## src/shared/cwg_pkg.sv

```systemverilog
// Shared constants and carriers of the compare waveform generator.
// Assumes a 32-bit Avalon-MM slave port and a 40 MHz clk.
package cwg_pkg;
    localparam int CH_N = 8;
    localparam int TW   = 16;
    localparam int AW   = 8;
    localparam int DW   = 32;
    localparam int IW   = 3;

    typedef struct packed {
        logic          read;
        logic          write;
        logic [AW-1:0] address;
        logic [DW-1:0] writedata;
    } cwg_avs_req_t;

    typedef struct packed {
        logic [DW-1:0] readdata;
        logic          waitrequest;
    } cwg_avs_rsp_t;

    // Byte offsets of aligned words; CMP, CTL and ACT each start a bank of eight words
    localparam logic [AW-1:0] OFF_BTC   = 8'h00;
    localparam logic [AW-1:0] OFF_TMR   = 8'h04;
    localparam logic [AW-1:0] OFF_FSEL  = 8'h08;
    localparam logic [AW-1:0] OFF_ENA   = 8'h0C;
    localparam logic [AW-1:0] OFF_FLAG  = 8'h10;
    localparam logic [AW-1:0] OFF_PIN   = 8'h14;
    localparam logic [AW-1:0] OFF_CMP   = 8'h20;
    localparam logic [AW-1:0] OFF_CTL   = 8'h40;
    localparam logic [AW-1:0] OFF_ACT   = 8'h60;
    localparam int            BANK_LSB  = 5;
    localparam int            IDX_LSB   = 2;

    // Base timer control fields
    localparam int            BTC_RUN   = 0;
    localparam int            BTC_PRST  = 1;
    localparam int            BTC_RHI   = 2;
    localparam int            BTC_W     = 3;
    localparam logic [BTC_W-1:0] BTC_RST = 3'h0;

    // Channel output control fields
    localparam int            CTL_MODE  = 0;
    localparam int            CTL_IVL   = 3;
    localparam int            CTL_RLD   = 4;
    localparam int            CTL_INV   = 5;
    localparam int            CTL_W     = 6;
    localparam logic [CTL_W-1:0] CTL_RST = 6'h00;

    localparam logic [TW-1:0] TMR_ZERO  = 16'h0000;
    localparam logic [TW-1:0] TMR_ONE   = 16'h0001;
    localparam logic [TW-1:0] CMP_RST   = 16'h0000;
    localparam logic [CH_N-1:0] CH_RST  = 8'h00;

    typedef enum logic [2:0] {
        CWG_SINGLE = 3'h0,
        CWG_PHASE  = 3'h1,
        CWG_SR     = 3'h2
    } cwg_mode_t;
endpackage

```

## src/rtl/cwg_top.sv

```systemverilog
// Eight-channel compare-match waveform generator with its base timer.
// Assumes base_count_clock is a one-cycle count tick made on clk and
// an Avalon-MM master that holds each request until waitrequest is low.
`timescale 1ns/1ps

// Notes on behaviour
// - Three output modes per channel, chosen by field
// - Single-phase: high on match, low at zero
// - Initial level bit sets starting output level
// - Polarity flip inverts waveform at the pin
// - Free-run single-phase: period 65536, high 65536-m
// - Period reset: period n+2, high n+2-m
// - Waveform function plus enable starts; clear stops
// - Match on compare value sets match flag
// - Phase-delayed: toggle output on every match
// - Free-run phase-delayed: high and low 65536 each
// - Period reset: halves n+2; large compare never toggles
// - Set/reset: even sets, odd or zero clears
// - Free-run set/reset widths follow m and n
// - Period-reset set/reset widths follow m, n, p+2
// - Odd clear match raises odd flag too
// - Reload timing picks when compare value loads
// - Channel 0 single-phase when it resets timer; here channel 0 keeps its own mode field
// - Timer clears after matching channel 0 value
module cwg_top (
    input  wire logic                          clk,
    input  wire logic                          sys_rst,
    input  wire logic                          ce,
    input  wire logic                          base_count_clock,
    input  wire cwg_pkg::cwg_avs_req_t         avs_req,
    output cwg_pkg::cwg_avs_rsp_t              avs_rsp,
    output logic [cwg_pkg::CH_N-1:0]           pulse_output_pin,
    output logic [cwg_pkg::CH_N-1:0]           match_irq_flag
);
    localparam int N  = cwg_pkg::CH_N;
    localparam int TW = cwg_pkg::TW;
    localparam int DW = cwg_pkg::DW;
    localparam int CW = cwg_pkg::CTL_W;
    localparam int BW = cwg_pkg::BTC_W;

    typedef struct packed {
        logic [BW-1:0]        base_timer_control;
        logic [TW-1:0]        timer;
        logic [N-1:0]         function_select_reg;
        logic [N-1:0]         channel_enable_reg;
        logic [N-1:0]         flag;
        logic [N-1:0]         level;
        logic [N-1:0]         pin;
        logic [N-1:0][CW-1:0] channel_output_control;
        cwg_pkg::cwg_avs_rsp_t rsp;
    } cwg_top_st_t;

    cwg_top_st_t st;
    cwg_top_st_t next_st;

    logic                 req;
    logic                 acc_wr;
    logic [2:0]           bank;
    logic [2:0]           idx;
    logic [N-1:0]         wr_cmp;
    logic [N-1:0]         match;
    logic [N-1:0]         active;
    logic [N-1:0][TW-1:0] cmp_buf;
    logic [N-1:0][TW-1:0] cmp_act;
    logic                 run;
    logic                 tick;
    logic                 at_zero;
    logic                 period_rst;
    logic                 period_hit;
    logic                 reload_evt;
    logic [DW-1:0]        rd_word;

    assign req    = avs_req.read | avs_req.write;
    // Writes land on the edge where the master sees waitrequest low
    assign acc_wr = avs_req.write & ~st.rsp.waitrequest;
    assign bank   = avs_req.address[cwg_pkg::BANK_LSB +: 3];
    assign idx    = avs_req.address[cwg_pkg::IDX_LSB +: 3];

    assign run        = st.base_timer_control[cwg_pkg::BTC_RUN];
    assign tick       = run & base_count_clock;
    assign at_zero    = (st.timer == cwg_pkg::TMR_ZERO);
    // Other reset sources live outside; high source bit masks this one
    assign period_rst = st.base_timer_control[cwg_pkg::BTC_PRST]
                      & ~st.base_timer_control[cwg_pkg::BTC_RHI];
    // Clear two counts after the match, so the period is n+2
    assign period_hit = period_rst
                      & (st.timer == cmp_act[0] + cwg_pkg::TMR_ONE);
    assign reload_evt = tick & at_zero;

    // Waveform function selected and enabled
    assign active = st.channel_enable_reg & ~st.function_select_reg;

    genvar g;
    generate
        for (g = 0; g < N; g++) begin : g_ch
            assign wr_cmp[g] = acc_wr
                & (bank == cwg_pkg::OFF_CMP[cwg_pkg::BANK_LSB +: 3])
                & (idx == 3'(g));
            cwg_chan u_chan (
                .clk        (clk),
                .sys_rst    (sys_rst),
                .ce         (ce),
                .wr_stb     (wr_cmp[g]),
                .wr_data    (avs_req.writedata[TW-1:0]),
                .reload_sel (st.channel_output_control[g][cwg_pkg::CTL_RLD]),
                .reload_evt (reload_evt),
                .timer      (st.timer),
                .match      (match[g]),
                .cmp_buf    (cmp_buf[g]),
                .cmp_act    (cmp_act[g])
            );
        end
    endgenerate

    // Read mux; unmapped offsets read as zero
    always_comb begin
        rd_word = '0;
        if (bank == cwg_pkg::OFF_CMP[cwg_pkg::BANK_LSB +: 3]) begin
            rd_word[TW-1:0] = cmp_buf[idx];
        end else if (bank == cwg_pkg::OFF_CTL[cwg_pkg::BANK_LSB +: 3]) begin
            rd_word[CW-1:0] = st.channel_output_control[idx];
        end else if (bank == cwg_pkg::OFF_ACT[cwg_pkg::BANK_LSB +: 3]) begin
            rd_word[TW-1:0] = cmp_act[idx];
        end else begin
            case (avs_req.address)
                cwg_pkg::OFF_BTC: begin
                    rd_word[BW-1:0] = st.base_timer_control;
                end
                cwg_pkg::OFF_TMR: begin
                    rd_word[TW-1:0] = st.timer;
                end
                cwg_pkg::OFF_FSEL: begin
                    rd_word[N-1:0] = st.function_select_reg;
                end
                cwg_pkg::OFF_ENA: begin
                    rd_word[N-1:0] = st.channel_enable_reg;
                end
                cwg_pkg::OFF_FLAG: begin
                    rd_word[N-1:0] = st.flag;
                end
                cwg_pkg::OFF_PIN: begin
                    rd_word[N-1:0] = st.pin;
                end
                default: begin
                    rd_word = '0;
                end
            endcase
        end
    end

    always_comb begin
        logic [N-1:0]      set_flag;
        logic [N-1:0]      clr_flag;
        logic              timer_wr;
        logic              lvl;
        logic              sr_even;
        logic              clr_sr;
        cwg_pkg::cwg_mode_t mode;
        set_flag = '0;
        clr_flag = '0;
        timer_wr = 1'b0;
        lvl      = 1'b0;
        sr_even  = 1'b0;
        clr_sr   = 1'b0;
        mode     = cwg_pkg::CWG_SINGLE;
        next_st  = st;

        // Bus handshake: one wait state, read data caught beforehand
        if (req && st.rsp.waitrequest) begin
            next_st.rsp.waitrequest = 1'b0;
            next_st.rsp.readdata    = avs_req.read ? rd_word : '0;
        end else begin
            next_st.rsp.waitrequest = 1'b1;
        end

        if (acc_wr) begin
            case (avs_req.address)
                cwg_pkg::OFF_BTC: begin
                    next_st.base_timer_control = avs_req.writedata[BW-1:0];
                end
                cwg_pkg::OFF_TMR: begin
                    timer_wr = run;
                end
                cwg_pkg::OFF_FSEL: begin
                    next_st.function_select_reg = avs_req.writedata[N-1:0];
                end
                cwg_pkg::OFF_ENA: begin
                    next_st.channel_enable_reg = avs_req.writedata[N-1:0];
                end
                cwg_pkg::OFF_FLAG: begin
                    clr_flag = avs_req.writedata[N-1:0];
                end
                default: begin
                    clr_flag = '0;
                end
            endcase
            if (bank == cwg_pkg::OFF_CTL[cwg_pkg::BANK_LSB +: 3]) begin
                next_st.channel_output_control[idx] =
                    avs_req.writedata[CW-1:0];
            end
        end

        // Base timer; a stopped timer sits at zero and ignores writes
        if (!run) begin
            next_st.timer = cwg_pkg::TMR_ZERO;
        end else if (timer_wr) begin
            next_st.timer = avs_req.writedata[TW-1:0];
        end else if (tick && period_hit) begin
            next_st.timer = cwg_pkg::TMR_ZERO;
        end else if (tick) begin
            next_st.timer = st.timer + cwg_pkg::TMR_ONE;
        end

        for (int i = 0; i < N; i++) begin
            mode = cwg_pkg::cwg_mode_t'(
                st.channel_output_control[i][cwg_pkg::CTL_MODE +: 3]);
            lvl = st.level[i];
            if (!active[i]) begin
                // Idle channel rests at its starting level
                lvl = st.channel_output_control[i][cwg_pkg::CTL_IVL];
            end else if (tick) begin
                // Flag on every own match in every mode
                set_flag[i] = match[i];
                unique case (mode)
                    cwg_pkg::CWG_SINGLE: begin
                        // Set beats zero, so m=0 stays high
                        if (match[i]) begin
                            lvl = 1'b1;
                        end else if (at_zero) begin
                            lvl = 1'b0;
                        end
                    end
                    cwg_pkg::CWG_PHASE: begin
                        // Unreached values never toggle
                        if (match[i]) begin
                            lvl = ~st.level[i];
                        end
                    end
                    cwg_pkg::CWG_SR: begin
                        // Odd partner only supplies the clear value
                        if (i % 2 == 0) begin
                            clr_sr = match[i + 1] | at_zero;
                            if (match[i]) begin
                                lvl = 1'b1;
                            end else if (clr_sr) begin
                                lvl = 1'b0;
                            end
                        end
                    end
                    default: begin
                        lvl = st.level[i];
                    end
                endcase
            end
            next_st.level[i] = lvl;
            // Flip after the waveform so widths swap
            next_st.pin[i] = lvl
                ^ st.channel_output_control[i][cwg_pkg::CTL_INV];
        end

        // Odd clear match flags the odd channel whenever its even partner is active in set/reset mode
        for (int i = 0; i < N; i += 2) begin
            sr_even = active[i] & (cwg_pkg::cwg_mode_t'(
                st.channel_output_control[i][cwg_pkg::CTL_MODE +: 3])
                == cwg_pkg::CWG_SR);
            if (sr_even && tick && match[i + 1]) begin
                set_flag[i + 1] = 1'b1;
            end
        end

        // A match in the clearing cycle is kept
        next_st.flag = (st.flag & ~clr_flag) | set_flag;
    end

    always_ff @(posedge clk or posedge sys_rst) begin
        if (sys_rst) begin
            st.base_timer_control     <= cwg_pkg::BTC_RST;
            st.timer                  <= cwg_pkg::TMR_ZERO;
            st.function_select_reg    <= cwg_pkg::CH_RST;
            st.channel_enable_reg     <= cwg_pkg::CH_RST;
            st.flag                   <= cwg_pkg::CH_RST;
            st.level                  <= cwg_pkg::CH_RST;
            st.pin                    <= cwg_pkg::CH_RST;
            st.channel_output_control <= '{default: cwg_pkg::CTL_RST};
            st.rsp.readdata           <= '0;
            st.rsp.waitrequest        <= 1'b1;
        end else if (ce) begin
            st <= next_st;
        end
    end

    assign avs_rsp          = st.rsp;
    assign pulse_output_pin = st.pin;
    assign match_irq_flag   = st.flag;
endmodule

```

## src/rtl/cwg_chan.sv

```systemverilog
// One channel's compare store: written value and active compare value.
// Assumes strobes come from logic on clk; reload_evt marks timer zero.
`timescale 1ns/1ps
module cwg_chan (
    input  wire logic                   clk,
    input  wire logic                   sys_rst,
    input  wire logic                   ce,
    input  wire logic                   wr_stb,
    input  wire logic [cwg_pkg::TW-1:0] wr_data,
    input  wire logic                   reload_sel,
    input  wire logic                   reload_evt,
    input  wire logic [cwg_pkg::TW-1:0] timer,
    output logic                        match,
    output logic [cwg_pkg::TW-1:0]      cmp_buf,
    output logic [cwg_pkg::TW-1:0]      cmp_act
);
    typedef struct packed {
        logic [cwg_pkg::TW-1:0] held;
        logic [cwg_pkg::TW-1:0] act;
    } cwg_chan_st_t;

    cwg_chan_st_t st;
    cwg_chan_st_t next_st;

    always_comb begin
        next_st = st;
        if (wr_stb) begin
            next_st.held = wr_data;
        end
        // Deferred values wait for the timer to pass zero
        if (!reload_sel && wr_stb) begin
            next_st.act = wr_data;
        end else if (reload_sel && reload_evt) begin
            next_st.act = st.held;
        end
    end

    always_ff @(posedge clk or posedge sys_rst) begin
        if (sys_rst) begin
            st <= '{held: cwg_pkg::CMP_RST, act: cwg_pkg::CMP_RST};
        end else if (ce) begin
            st <= next_st;
        end
    end

    assign match   = (st.act == timer);
    assign cmp_buf = st.held;
    assign cmp_act = st.act;
endmodule

```

## config.mk

```make
export PLATFORM = sky130hd
export DESIGN_NAME = cwg_top
export DESIGN_NICKNAME = d
export VERILOG_FILES = /design/src/shared/cwg_pkg.sv /design/src/rtl/cwg_top.sv /design/src/rtl/cwg_chan.sv
export SDC_FILE = /design/constraint.sdc
export NUM_CORES = 1
export LEC_CHECK = 0
export ABC_AREA = 0
export BUFFER_PORTS_ARGS = -buffer_cell sky130_fd_sc_hd__buf_2
export CORE_MARGIN = 2
export CORE_UTILIZATION = 50
export DETAILED_ROUTE_END_ITERATION = 10
export GPL_TIMING_DRIVEN = 0
export PLACE_DENSITY = 0.67
export SKIP_LAST_GASP = 1
export SLEW_MARGIN = 15
export SYNTH_ARGS = -nofsm -noshare
export SYNTH_HDL_FRONTEND = slang
export SYNTH_HIERARCHICAL = 1
export SYNTH_SLANG_ARGS = --single-unit
```

## constraint.sdc

```tcl
create_clock -name clk -period 6.6 [get_ports clk]
set_clock_uncertainty 0.05 [all_clocks]
set_input_delay 0.99 -clock clk [delete_from_list [all_inputs] [get_ports clk]]
set_output_delay 0.99 -clock clk [all_outputs]
set_load 0.02 [all_outputs]
```

==> impl_metrics.json, run 1 <==
{
  "status": "completed",
  "synthTopCellsByArea": "dfrtp_1, mux2_2, mux2_4",
  "nets": 1988,
  "final_cell_area_mm2": 0.0258,
  "p_total_mw": 5.42,
  "grt_use_total_pct": 31.3,
  "synth_top_cell_area_share_pct": 41.0,
  "cp_cell_sequence": "inv_1 > ha_1 > nor4b_1 > nand4_1 > nor2_1 > nand2_1 > a21boi_4 > buf_6 > mux2_4",
  "post_cts_buffers": 0,
  "grt_start_max_net_pins": 70,
  "fin_crit_ns": 4.46,
  "clk_pin_slew_ns": 0.06,
  "yosys.area.top_type": "dfrtp_1",
  "rsz0062_at_grt": "false",
  "dpl_cell_area_mm2": 0.0244,
  "die_area_mm2": 0.0480,
  "drt_iter0_drc": 1642,
  "dpl.hpwl_um": 55700,
  "grt_pass1_vias": 16200,
  "start_util_pct": 50.9,
  "n_fill_cell": 3843,
  "cts-root-buf": "clkbuf_16",
  "viasPerCell": 6.34,
  "syn_to_final_growth_pct": 11.5,
  "cp-start-kind": "flip-flop",
  "grt_antenna_before_repair": 2,
  "yosysUniqueCellTypes": 75,
  "finalSetupViolations": 0,
  "end_kind": "flip-flop",
  "period_share_pct": 67.6,
  "fin_tns_setup_ns": 0,
  "slowest_delay_ns": 0.92,
  "dr.pass1.iters": 6,
  "tightest_slew_ns": 1.24,
  "synth-edff-count": 0,
  "grt-ovfl-total": 0,
  "setup.worst_path.class": "flip-flop to flip-flop",
  "peakVddDrop_mv": 0.171,
  "reg2reg_slack_ns": 2.14,
  "crit_fanout": 15,
  "cts_made_buffers": 43,
  "critPathTopFamily": "simple AND/OR/NAND/NOR gates",
  "path_buf_inv": 2,
  "drive_gt1_share_pct": 42.2,
  "hold_viol_final": 0,
  "synth_most_common_cell": "dfrtp_1",
  "wl_per_cell_um": 28.8,
  "cp_slowest_cell": "nor2_1",
  "max_freq_mhz": 224,
  "clk_latency_ns": 0.58,
  "whs_ns": 0.429,
  "grt_pass1_wl_um": 109000,
  "netlist_area_mm2": 0.0231,
  "clockBufferDepth": 3,
  "cts_tree": "built",
  "drv_cap": 0,
  "n_antenna_cell": 0,
  "postCtsHoldBufs": 0,
  "cp_data_arrival_time_ns": 4.87,
  "drv_slew": 0,
  "hold_class": "primary input to asynchronous set/reset pin",
  "synth_seq_cells": 380,
  "fp-row-count": 78,
  "drc_errors": 0,
  "core_area_mm2": 0.0455,
  "yosys_warnings": 6,
  "drt-total-wl_um": 74000,
  "fp.dieH_um": 219,
  "io-pin-count": 95,
  "ant_nets": 0,
  "pwr_density_cell_mw_per_mm2": 210,
  "htreeDepth": 2,
  "yosysSeqAreaShare_pct": 41.1,
  "vias": 16300,
  "die_x_um": 219,
  "syn_avg_cell_area_um2": 12.7,
  "static-leakage-power_nw": 12.0,
  "worstPathRequired_ns": 7.01,
  "io_buffers": 58,
  "async_flop_share_pct": 100,
  "synth_top_flop_cell": "dfrtp_1",
  "slew_headroom_pct": 16.6,
  "ys_top_cells_by_count": "dfrtp_1, mux2_2, mux2_4, xnor2_1, nand2_1",
  "pre_cts_ws_ns": 2.35,
  "cts_sinks": 380,
  "fin_ws_ns": 2.14,
  "cts_resized": 0,
  "syn_inst": 1816,
  "gp_congestion": 1.01
}
[flip-flops by register name, summed over array words and instances, names as in the netlist]
signal               cells
g_ch.u_chan/cmp_act    128
g_ch.u_chan/cmp_buf    128
st                      90
avs_rsp                 17
match_irq_flag           8
pulse_output_pin         8
run                      1
[cell type report]
cell class	count	area [um^2]	area share (%)
buffer	149	1060	4.11
clock buffer	59	1210	4.68
clock inverter	16	189	0.733
inverter	15	61.3	0.238
multi-input combinational	1287	12600	48.9
sequential	380	9510	36.9
tap	600	751	2.91
timing repair buffer	63	405	1.57
[report_power, final]
part / internal [mW] / total (mW) / switching (mW)
clock network: 1.43 / 2.44 / 1.01
logic: 0.215 / 0.516 / 0.301
registers: 2.40 / 2.47 / 0.0704
total: 4.05 / 5.42 / 1.38
[cells in the final DEF, fill, tap and decap left out, types with 18 or more instances in the layout]
| cell type | netlist | layout |
|---|---|---|
| buf_6 | 19 | 19 |
| nand2_1 | 97 | 97 |
| a22oi_1 | 29 | 29 |
| o22ai_1 | 19 | 19 |
| nand3_1 | 25 | 25 |
| buf_4 | 51 | 51 |
| nor3_1 | 21 | 20 |
| nor2_1 | 45 | 45 |
| nor2b_1 | 18 | 18 |
| mux4_2 | 75 | 75 |
| mux2i_1 | 20 | 20 |
| xnor2_1 | 142 | 142 |
| mux2_2 | 313 | 313 |
| o21ai_0 | 35 | 35 |
| dfrtp_1 | 379 | 379 |
| mux2_4 | 160 | 160 |
| a21oi_1 | 44 | 44 |
| clkbuf_1 | 36 | 45 |
| buf_2 | 28 | 86 |
| clkbuf_16 | 0 | 43 |
| nand4_1 | 36 | 36 |
[kinds of logic after synthesis]
group	share of synthesized area, %
AO/OA/AOI/OAI	6.47
multiplexers	33.9
adder cells (fa/ha/maj)	0.162
XOR/XNOR	5.83
AND/OR/NAND/NOR	7.66
flip-flops	41.1
buffers and inverters	4.82
other	0.0162
[path summary, 6_finish.rpt]
kind                                    startpoint                                     end  depth (start not counted)
max                            st[121]$_DFFE_PP0P_  g_ch[6].u_chan/cmp_act[10]$_DFFE_PP0P_                          9
min                                        sys_rst  g_ch[4].u_chan/cmp_act[15]$_DFFE_PP0P_                          2
max reg2reg                    st[121]$_DFFE_PP0P_  g_ch[6].u_chan/cmp_act[10]$_DFFE_PP0P_                          9
min reg2reg                avs_rsp[15]$_DFFE_PP0P_                 avs_rsp[15]$_DFFE_PP0P_                          2
max in group asynchronous                  sys_rst                      st[67]$_DFFE_PP0P_                          3
min in group clk           avs_rsp[15]$_DFFE_PP0P_                 avs_rsp[15]$_DFFE_PP0P_                          2
[metrics by stage]
stage | util, % | instances
after global routing | 56.7 | 2569
after global placement | 53.3 | 2489
after floorplan | - | 1831
after detailed placement | 53.6 | 2494
after CTS | 56.7 | 2569
final | 56.7 | 2569
[layer usage]
| metal | track usage, % | vias up | share of wire, % |
|---|---|---|---|
| met5 | 0 | - | 0.014 |
| met4 | 10.4 | 2 | 3.2 |
| met3 | 4.84 | 131 | 8.3 |
| met2 | 48.7 | 740 | 46 |
| met1 | 44.8 | 8451 | 43 |
| li1 | - | 6960 | - |
[worst reg2reg max path, stage by stage, from the launching register on]
cell and delay [ns]:
dfrtp_1 0.72, inv_1 0.17, ha_1 0.21, nor4b_1 0.33
nand4_1 0.74, nor2_1 0.93, nand2_1 0.21, a21boi_4 0.40
buf_6 0.27, mux2_4 0.32
No activity file was read; power rests on OpenSTA's default activity.
==> run 2: changes to the inputs <==
==> constraint.sdc (replaced) <==
create_clock -name clk -period 4.4 [get_ports clk]
set_clock_uncertainty 0.05 [all_clocks]
set_input_delay 0.66 -clock clk [delete_from_list [all_inputs] [get_ports clk]]
set_output_delay 0.66 -clock clk [all_outputs]
set_load 0.02 [all_outputs]
==> run 2 against run 1 <==
Count of clock-buffer cells in the layout unchanged. Non-clock buffer count stayed put. Clock power rose by 50%. Highest routed layer unchanged. Largest power group unchanged.
==> impl_metrics.json, run 2 (synthesis results as in run 1) <==
{
  "clk_latency_ns": 0.58,
  "power_switching_share_pct": 25.4,
  "peakVddDrop_mv": 0.254,
  "rsz0062_at_grt": "false",
  "cp_data_arrival_time_ns": 4.69,
  "period_share_pct": 97.2,
  "grt_use_total_pct": 31.3,
  "grt-ovfl-total": 0,
  "status": "completed",
  "drv_slew": 0,
  "final_common_cell": "dfrtp_1",
  "drive_gt1_share_pct": 42.3,
  "htreeDepth": 2,
  "hold_class": "primary input to asynchronous set/reset pin",
  "internal_power_mw": 6.07,
  "fin_crit_ns": 4.28,
  "nets": 1988,
  "ant_nets": 0,
  "grt_antenna_before_repair": 2,
  "syn_to_final_growth_pct": 11.5,
  "gp_congestion": 1.01,
  "p_total_mw": 8.14,
  "io_buffers": 58,
  "pre_cts_ws_ns": 0.145,
  "drc_errors": 0,
  "power.share.clock_pct": 44.9,
  "worstPathRequired_ns": 4.81,
  "path_buf_inv": 2,
  "reg2reg_slack_ns": 0.12,
  "die_x_um": 219,
  "whs_ns": 0.105,
  "static-leakage-power_nw": 12.0,
  "ff_latch_area_mm2": 0.00951,
  "fp-row-count": 78,
  "cp_slowest_cell": "nand4_1",
  "multi_input_area_mm2": 0.0126,
  "drt-total-wl_um": 73900,
  "vias": 16300,
  "clk_pin_slew_ns": 0.06,
  "finalSetupViolations": 0,
  "cp-start-kind": "flip-flop",
  "end_kind": "flip-flop",
  "cp_cell_sequence": "inv_1 > ha_1 > nor4b_1 > nand4_1 > nor2_2 > nand2_1 > a21boi_4 > buf_6 > mux2_4",
  "slew_headroom_pct": 10.5,
  "dpl.hpwl_um": 55700,
  "die_area_mm2": 0.0480,
  "post_cts_buffers": 0,
  "start_util_pct": 50.9,
  "final_cell_mix": "dfrtp_1, mux2_2, mux2_4",
  "cts_sinks": 380,
  "cts_tree": "built",
  "setup.worst_path.class": "flip-flop to flip-flop",
  "dr.pass1.iters": 5,
  "grt_pass1_wl_um": 109000,
  "combPwrFrac_pct": 9.5,
  "core_area_mm2": 0.0455,
  "cts_made_buffers": 43,
  "seq_power_share_pct": 45.5,
  "clockBufferDepth": 3,
  "tightest_slew_ns": 1.33,
  "post-route-util_pct": 56.7,
  "viasPerCell": 6.35,
  "drv_cap": 0,
  "io-pin-count": 95,
  "wl_per_cell_um": 28.8,
  "timing.rr.start": "st[121]$_DFFE_PP0P_",
  "worstRegToRegCells": 9,
  "fin_tns_setup_ns": 0,
  "max_freq_mhz": 234,
  "grt_pass1_vias": 16200,
  "hold_viol_final": 0,
  "switching_power_mw": 2.07,
  "cts-root-buf": "clkbuf_16",
  "grt_start_max_net_pins": 70,
  "fin_ws_ns": 0.124,
  "n_fill_cell": 3845,
  "fp.dieH_um": 219,
  "reg2reg_to": "g_ch[6].u_chan/cmp_act[10]$_DFFE_PP0P_",
  "drt_iter0_drc": 1641,
  "crit_fanout": 15,
  "critPathTopFamily": "simple AND/OR/NAND/NOR gates",
  "slowest_delay_ns": 0.75,
  "pwr_density_cell_mw_per_mm2": 316
}
==> run 2: cell count changes in the layout (fill, tap and decap cells not counted), sizes merged <==
| cell | previous run | this run |
|---|---|---|
| diode | 0 | 1 |
==> run 2: cell type report <==
cell class	instances	share of cell area, %
Antenna cell	1	0.00970
Buffer	149	4.11
Clock buffer	59	4.68
Clock inverter	16	0.733
Inverter	15	0.238
Multi-Input combinational cell	1287	48.9
Sequential cell	380	36.9
Tap cell	600	2.91
Timing Repair Buffer	63	1.57
==> run 2: layer usage <==
| layer | vias to the layer above | GRT usage, % | routed length (um) | part of all wire (%) |
|---|---|---|---|---|
| li1 | 6949 | - | - | - |
| met1 | 8435 | 44.8 | 31700 | 43 |
| met2 | 800 | 48.7 | 33500 | 45 |
| met3 | 141 | 4.84 | 6200 | 8.4 |
| met4 | 2 | 10.4 | 2530 | 3.4 |
| met5 | - | 0 | 10 | 0.014 |
==> run 2: worst max path at each step <==
| stage | startpoint | end | slack [ns] | cells past startpoint |
|---|---|---|---|---|
| after floorplan | sys_rst | avs_rsp[10]$_DFFE_PP0P_ | 0.39 | 1 |
| after global placement | sys_rst | st[66]$_DFFE_PP0P_ | -1.44 | 2 |
| after detailed placement | st[121]$_DFFE_PP0P_ | g_ch[6].u_chan/cmp_act[13]$_DFFE_PP0P_ | 0.15 | 9 |
| after CTS | st[121]$_DFFE_PP0P_ | g_ch[6].u_chan/cmp_act[13]$_DFFE_PP0P_ | 0.14 | 9 |
| after global routing | st[121]$_DFFE_PP0P_ | g_ch[6].u_chan/cmp_act[5]$_DFFE_PP0P_ | 0.13 | 9 |
| final | st[121]$_DFFE_PP0P_ | g_ch[6].u_chan/cmp_act[10]$_DFFE_PP0P_ | 0.12 | 9 |
==> run 2: repair_timing <==
item / CTS / global route
hold buffers: 0 / 0
endpoints found under the setup margin: 0 / 70
gates resized for setup: 0 / 1
==> run 2: per-stage QoR <==
step,std cells,cell area [um^2]
floorplan,1831,23200
detailed placement,2494,24400
CTS,2569,25800
global placement,2489,24200
finish,2570,25800
global route,2569,25800
==> run 2: power groups by stage <==
stage	Combinational (mW)	Clock, mW	Sequential, mW
2_1_floorplan	0.502	0	3.72
3_3_place_gp	0.736	0	3.76
3_5_place_dp	0.765	0	3.76
4_1_cts	0.768	3.69	3.70
5_1_grt	0.821	3.84	3.72
6_report	0.774	3.66	3.71
==> run 3: changes to the inputs <==
--- a/config.mk
+++ b/config.mk
@@ -16,5 +16,4 @@
 export SLEW_MARGIN = 15
 export SYNTH_ARGS = -nofsm -noshare
 export SYNTH_HDL_FRONTEND = slang
-export SYNTH_HIERARCHICAL = 1
 export SYNTH_SLANG_ARGS = --single-unit
==> run 3 against run 2 <==
Sequential share of layout area grew 1.4 points. Cell area shrank 3.7%. Worst hold slack lost 0.0018 ns. Highest routed layer unchanged. Largest power group is now clock. Critical endpoint is now pulse_output_pin[6]$_DFFE_PP0P_. Critical path depth is the same. Wire length grew 9.5%. Count of clock-buffer cells in the layout grew 8. Worst setup slack gained 0.10 ns.
==> impl_metrics.json, run 3 <==
{
  "start_util_pct": 50.8,
  "muxShareOfSynthArea_pct": 26.1,
  "post-route-util_pct": 57.5,
  "synthXorXnorAreaFrac_pct": 5.47,
  "hold_viol_final": 0,
  "hold_class": "primary input to asynchronous set/reset pin",
  "power.share.clock_pct": 41.9,
  "yosys.area.top_type": "dfrtp_1",
  "cts_tree": "built",
  "synthAdderAreaFrac_pct": 0.171,
  "wl_met3_um": 8480,
  "wl_met2_um": 35800,
  "synth_compound_area_share_pct": 8.80,
  "peakVddDrop_mv": 0.309,
  "grt_pass1_vias": 17200,
  "nets": 2148,
  "path_buf_inv": 2,
  "timing.rr.start": "st[128]$_DFFE_PP0P_",
  "synth_most_common_cell": "dfrtp_1",
  "cts_sinks": 380,
  "grt_use_total_pct": 36.2,
  "yosysSeqAreaShare_pct": 43.3,
  "vias": 17600,
  "syn_inst": 1976,
  "static-leakage-power_nw": 11.3,
  "synth_seq_cells": 380,
  "netlist_area_mm2": 0.0219,
  "io-pin-count": 95,
  "combPwrFrac_pct": 16.4,
  "dr.pass1.iters": 7,
  "finalSetupViolations": 0,
  "drt-met1-wl_um": 33000,
  "final_common_cell": "dfrtp_1",
  "p_total_mw": 9.48,
  "core_area_mm2": 0.0432,
  "die_x_um": 214,
  "seq_power_share_pct": 41.7,
  "synthSimpleGateAreaFrac_pct": 10.6,
  "cp-startpoint": "st[128]$_DFFE_PP0P_",
  "gp_congestion": 1.01,
  "ys_top_cells_by_count": "dfrtp_1, mux2_2, a21oi_1, mux2i_1, nor2_1",
  "wl_per_cell_um": 29.8,
  "fp-row-count": 76,
  "cp_slowest_cell": "nor4_1",
  "yosysUniqueCellTypes": 77,
  "dpl.hpwl_um": 61600,
  "grt_pass1_wl_um": 117000,
  "fin_crit_ns": 4.17,
  "syn_avg_cell_area_um2": 11.1,
  "viasPerCell": 6.49,
  "cp-start-kind": "flip-flop",
  "async_flop_share_pct": 100,
  "drive_gt1_share_pct": 27.4,
  "synth_top_cell_area_share_pct": 43.2,
  "grt_antenna_before_repair": 1,
  "rsz0062_at_grt": "false",
  "drv_slew": 0,
  "setup.worst_path.class": "flip-flop to flip-flop",
  "max_freq_mhz": 240,
  "slew_headroom_pct": 22.3,
  "tightest_slew_ns": 1.16,
  "clk_latency_ns": 0.60,
  "top_layer": "met5",
  "power_switching_share_pct": 29.2,
  "status": "completed",
  "cts_made_buffers": 44,
  "synthTopCellsByArea": "dfrtp_1, mux2_2, mux4_2",
  "postCtsHoldBufs": 0,
  "synth_top_family_by_area": "multiplexers",
  "final_cell_mix": "dfrtp_1, mux2_2, a21oi_1",
  "fp.dieH_um": 214,
  "internal_power_mw": 6.71,
  "synth_top_flop_cell": "dfrtp_1",
  "io_buffers": 43,
  "clockBufferDepth": 3,
  "cp_cell_sequence": "clkbuf_1 > buf_1 > xor2_1 > nor4_1 > nand4_1 > nor3_1 > a31oi_1 > o2bb2ai_1 > mux2i_1",
  "crit_fanout": 10,
  "drt-total-wl_um": 81000,
  "drc_errors": 0,
  "critPathTopFamily": "simple AND/OR/NAND/NOR gates",
  "ant_nets": 0,
  "syn_to_final_growth_pct": 13.2,
  "slowest_delay_ns": 0.78,
  "yosys_warnings": 0,
  "drt_iter0_drc": 1984,
  "drv_cap": 0,
  "n_antenna_cell": 0,
  "end_kind": "flip-flop",
  "cp_data_arrival_time_ns": 4.63,
  "switching_power_mw": 2.77,
  "pwr_density_cell_mw_per_mm2": 382,
  "worstPathRequired_ns": 4.86,
  "clk_pin_slew_ns": 0.06,
  "die_area_mm2": 0.0456,
  "period_share_pct": 94.9,
  "htreeDepth": 2,
  "grt-ovfl-total": 0,
  "cts-root-buf": "clkbuf_16",
  "synth-edff-count": 0,
  "grt_start_max_net_pins": 38
}
## run 3: cell types whose count changed after synthesis, moves of 16 or more
cell      change
xnor2_1      -59
nand2_1      -19
buf_6        -16
buf_1        +19
xor2_1       +42
mux2i_1     +143
mux2_2      -107
a21oi_1     +131
mux2_4      -160
buf_2        +46
clkbuf_1     +31
nor2_1      +112
## run 3: worst reg2reg max path: cells and delay by family (launching register included)
family,cells,cell delay [ns]
and+or+nand+nor,3,1.56
buffers and inverters,2,1.32
AOI/OAI and AO/OA,2,0.42
DFF,1,0.32
muxes,1,0.23
xor gates and xnor gates,1,0.19
## run 3: metal layers
metal  up-vias  global-route usage, %
li1       7375                      -
met2      1045                   54.8
met1      8995                   50.1
met3       227                   8.33
met4         2                   15.5
met5         -                      0
## run 3: cells by family (layout without fill, tap and decap cells)
| group | Yosys count | count (layout) |
|---|---|---|
| adders and majority gates | 3 | 3 |
| muxes | 448 | 448 |
| and+or+nand+nor | 444 | 444 |
| AOI/OAI and AO/OA | 325 | 325 |
| xor gates and xnor gates | 137 | 137 |
| buffers and inverters | 238 | 381 |
| other | 1 | 16 |
| DFF | 380 | 380 |
## run 3: stage by stage
| stage | cells | cell area [um^2] | hold slack [ns] | TNS [ns] | setup slack (ns) |
|---|---|---|---|---|---|
| 2_1_floorplan | 1991 | 22000 | 0.397 | -536.38 | -1.42 |
| 3_3_place_gp | 2619 | 23000 | 0.414 | -1394.96 | -3.73 |
| 3_5_place_dp | 2633 | 23200 | 0.416 | 0 | 0.0714 |
| 4_1_cts | 2714 | 24800 | 0.111 | 0 | 0.0441 |
| 5_1_grt | 2719 | 24800 | 0.154 | 0 | 0.284 |
| 6_report | 2719 | 24800 | 0.104 | 0 | 0.226 |
## run 3: timing repair
item | in CTS | in global routing
endpoints found under the setup margin | 0 | 81
setup buffers | 0 | 4
gates resized for setup | 0 | 1
## run 3: power by group through the flow
stage	Sequential (mW)	Clock, mW	Combinational, mW
global route	3.98	4.12	1.65
CTS	3.94	3.98	1.52
global placement	4.00	0	1.47
detailed placement	4.01	0	1.51
finish	3.95	3.97	1.56
floorplan	3.91	0	1.06
## run 3: final cells by class
type                            count  area (um^2)
Sequential cell                   380         9510
Timing Repair Buffer               62          512
Clock buffer                       67         1330
Tap cell                          585          732
Clock inverter                     14          226
Fill cell                        3766        18300
Buffer                            223         1150
Inverter                           15         60.1
Multi-Input combinational cell   1373        11300
## run 3: final timing paths
| kind | endpoint | cells past startpoint | slack (ns) |
|---|---|---|---|
| hold reg to reg | avs_rsp[7]$_DFFE_PP0P_ | 2 | 0.43 |
| setup reg to reg | pulse_output_pin[6]$_DFFE_PP0P_ | 9 | 0.23 |
| setup / recovery | pulse_output_pin[6]$_DFFE_PP0P_ | 9 | 0.23 |
| hold / removal | st[135]$_DFFE_PP0P_ | 2 | 0.10 |
| max in group asynchronous | g_ch[6].u_chan.cmp_buf[1]$_DFFE_PP0P_ | 6 | 2.84 |
| min in group clk | avs_rsp[7]$_DFFE_PP0P_ | 2 | 0.43 |
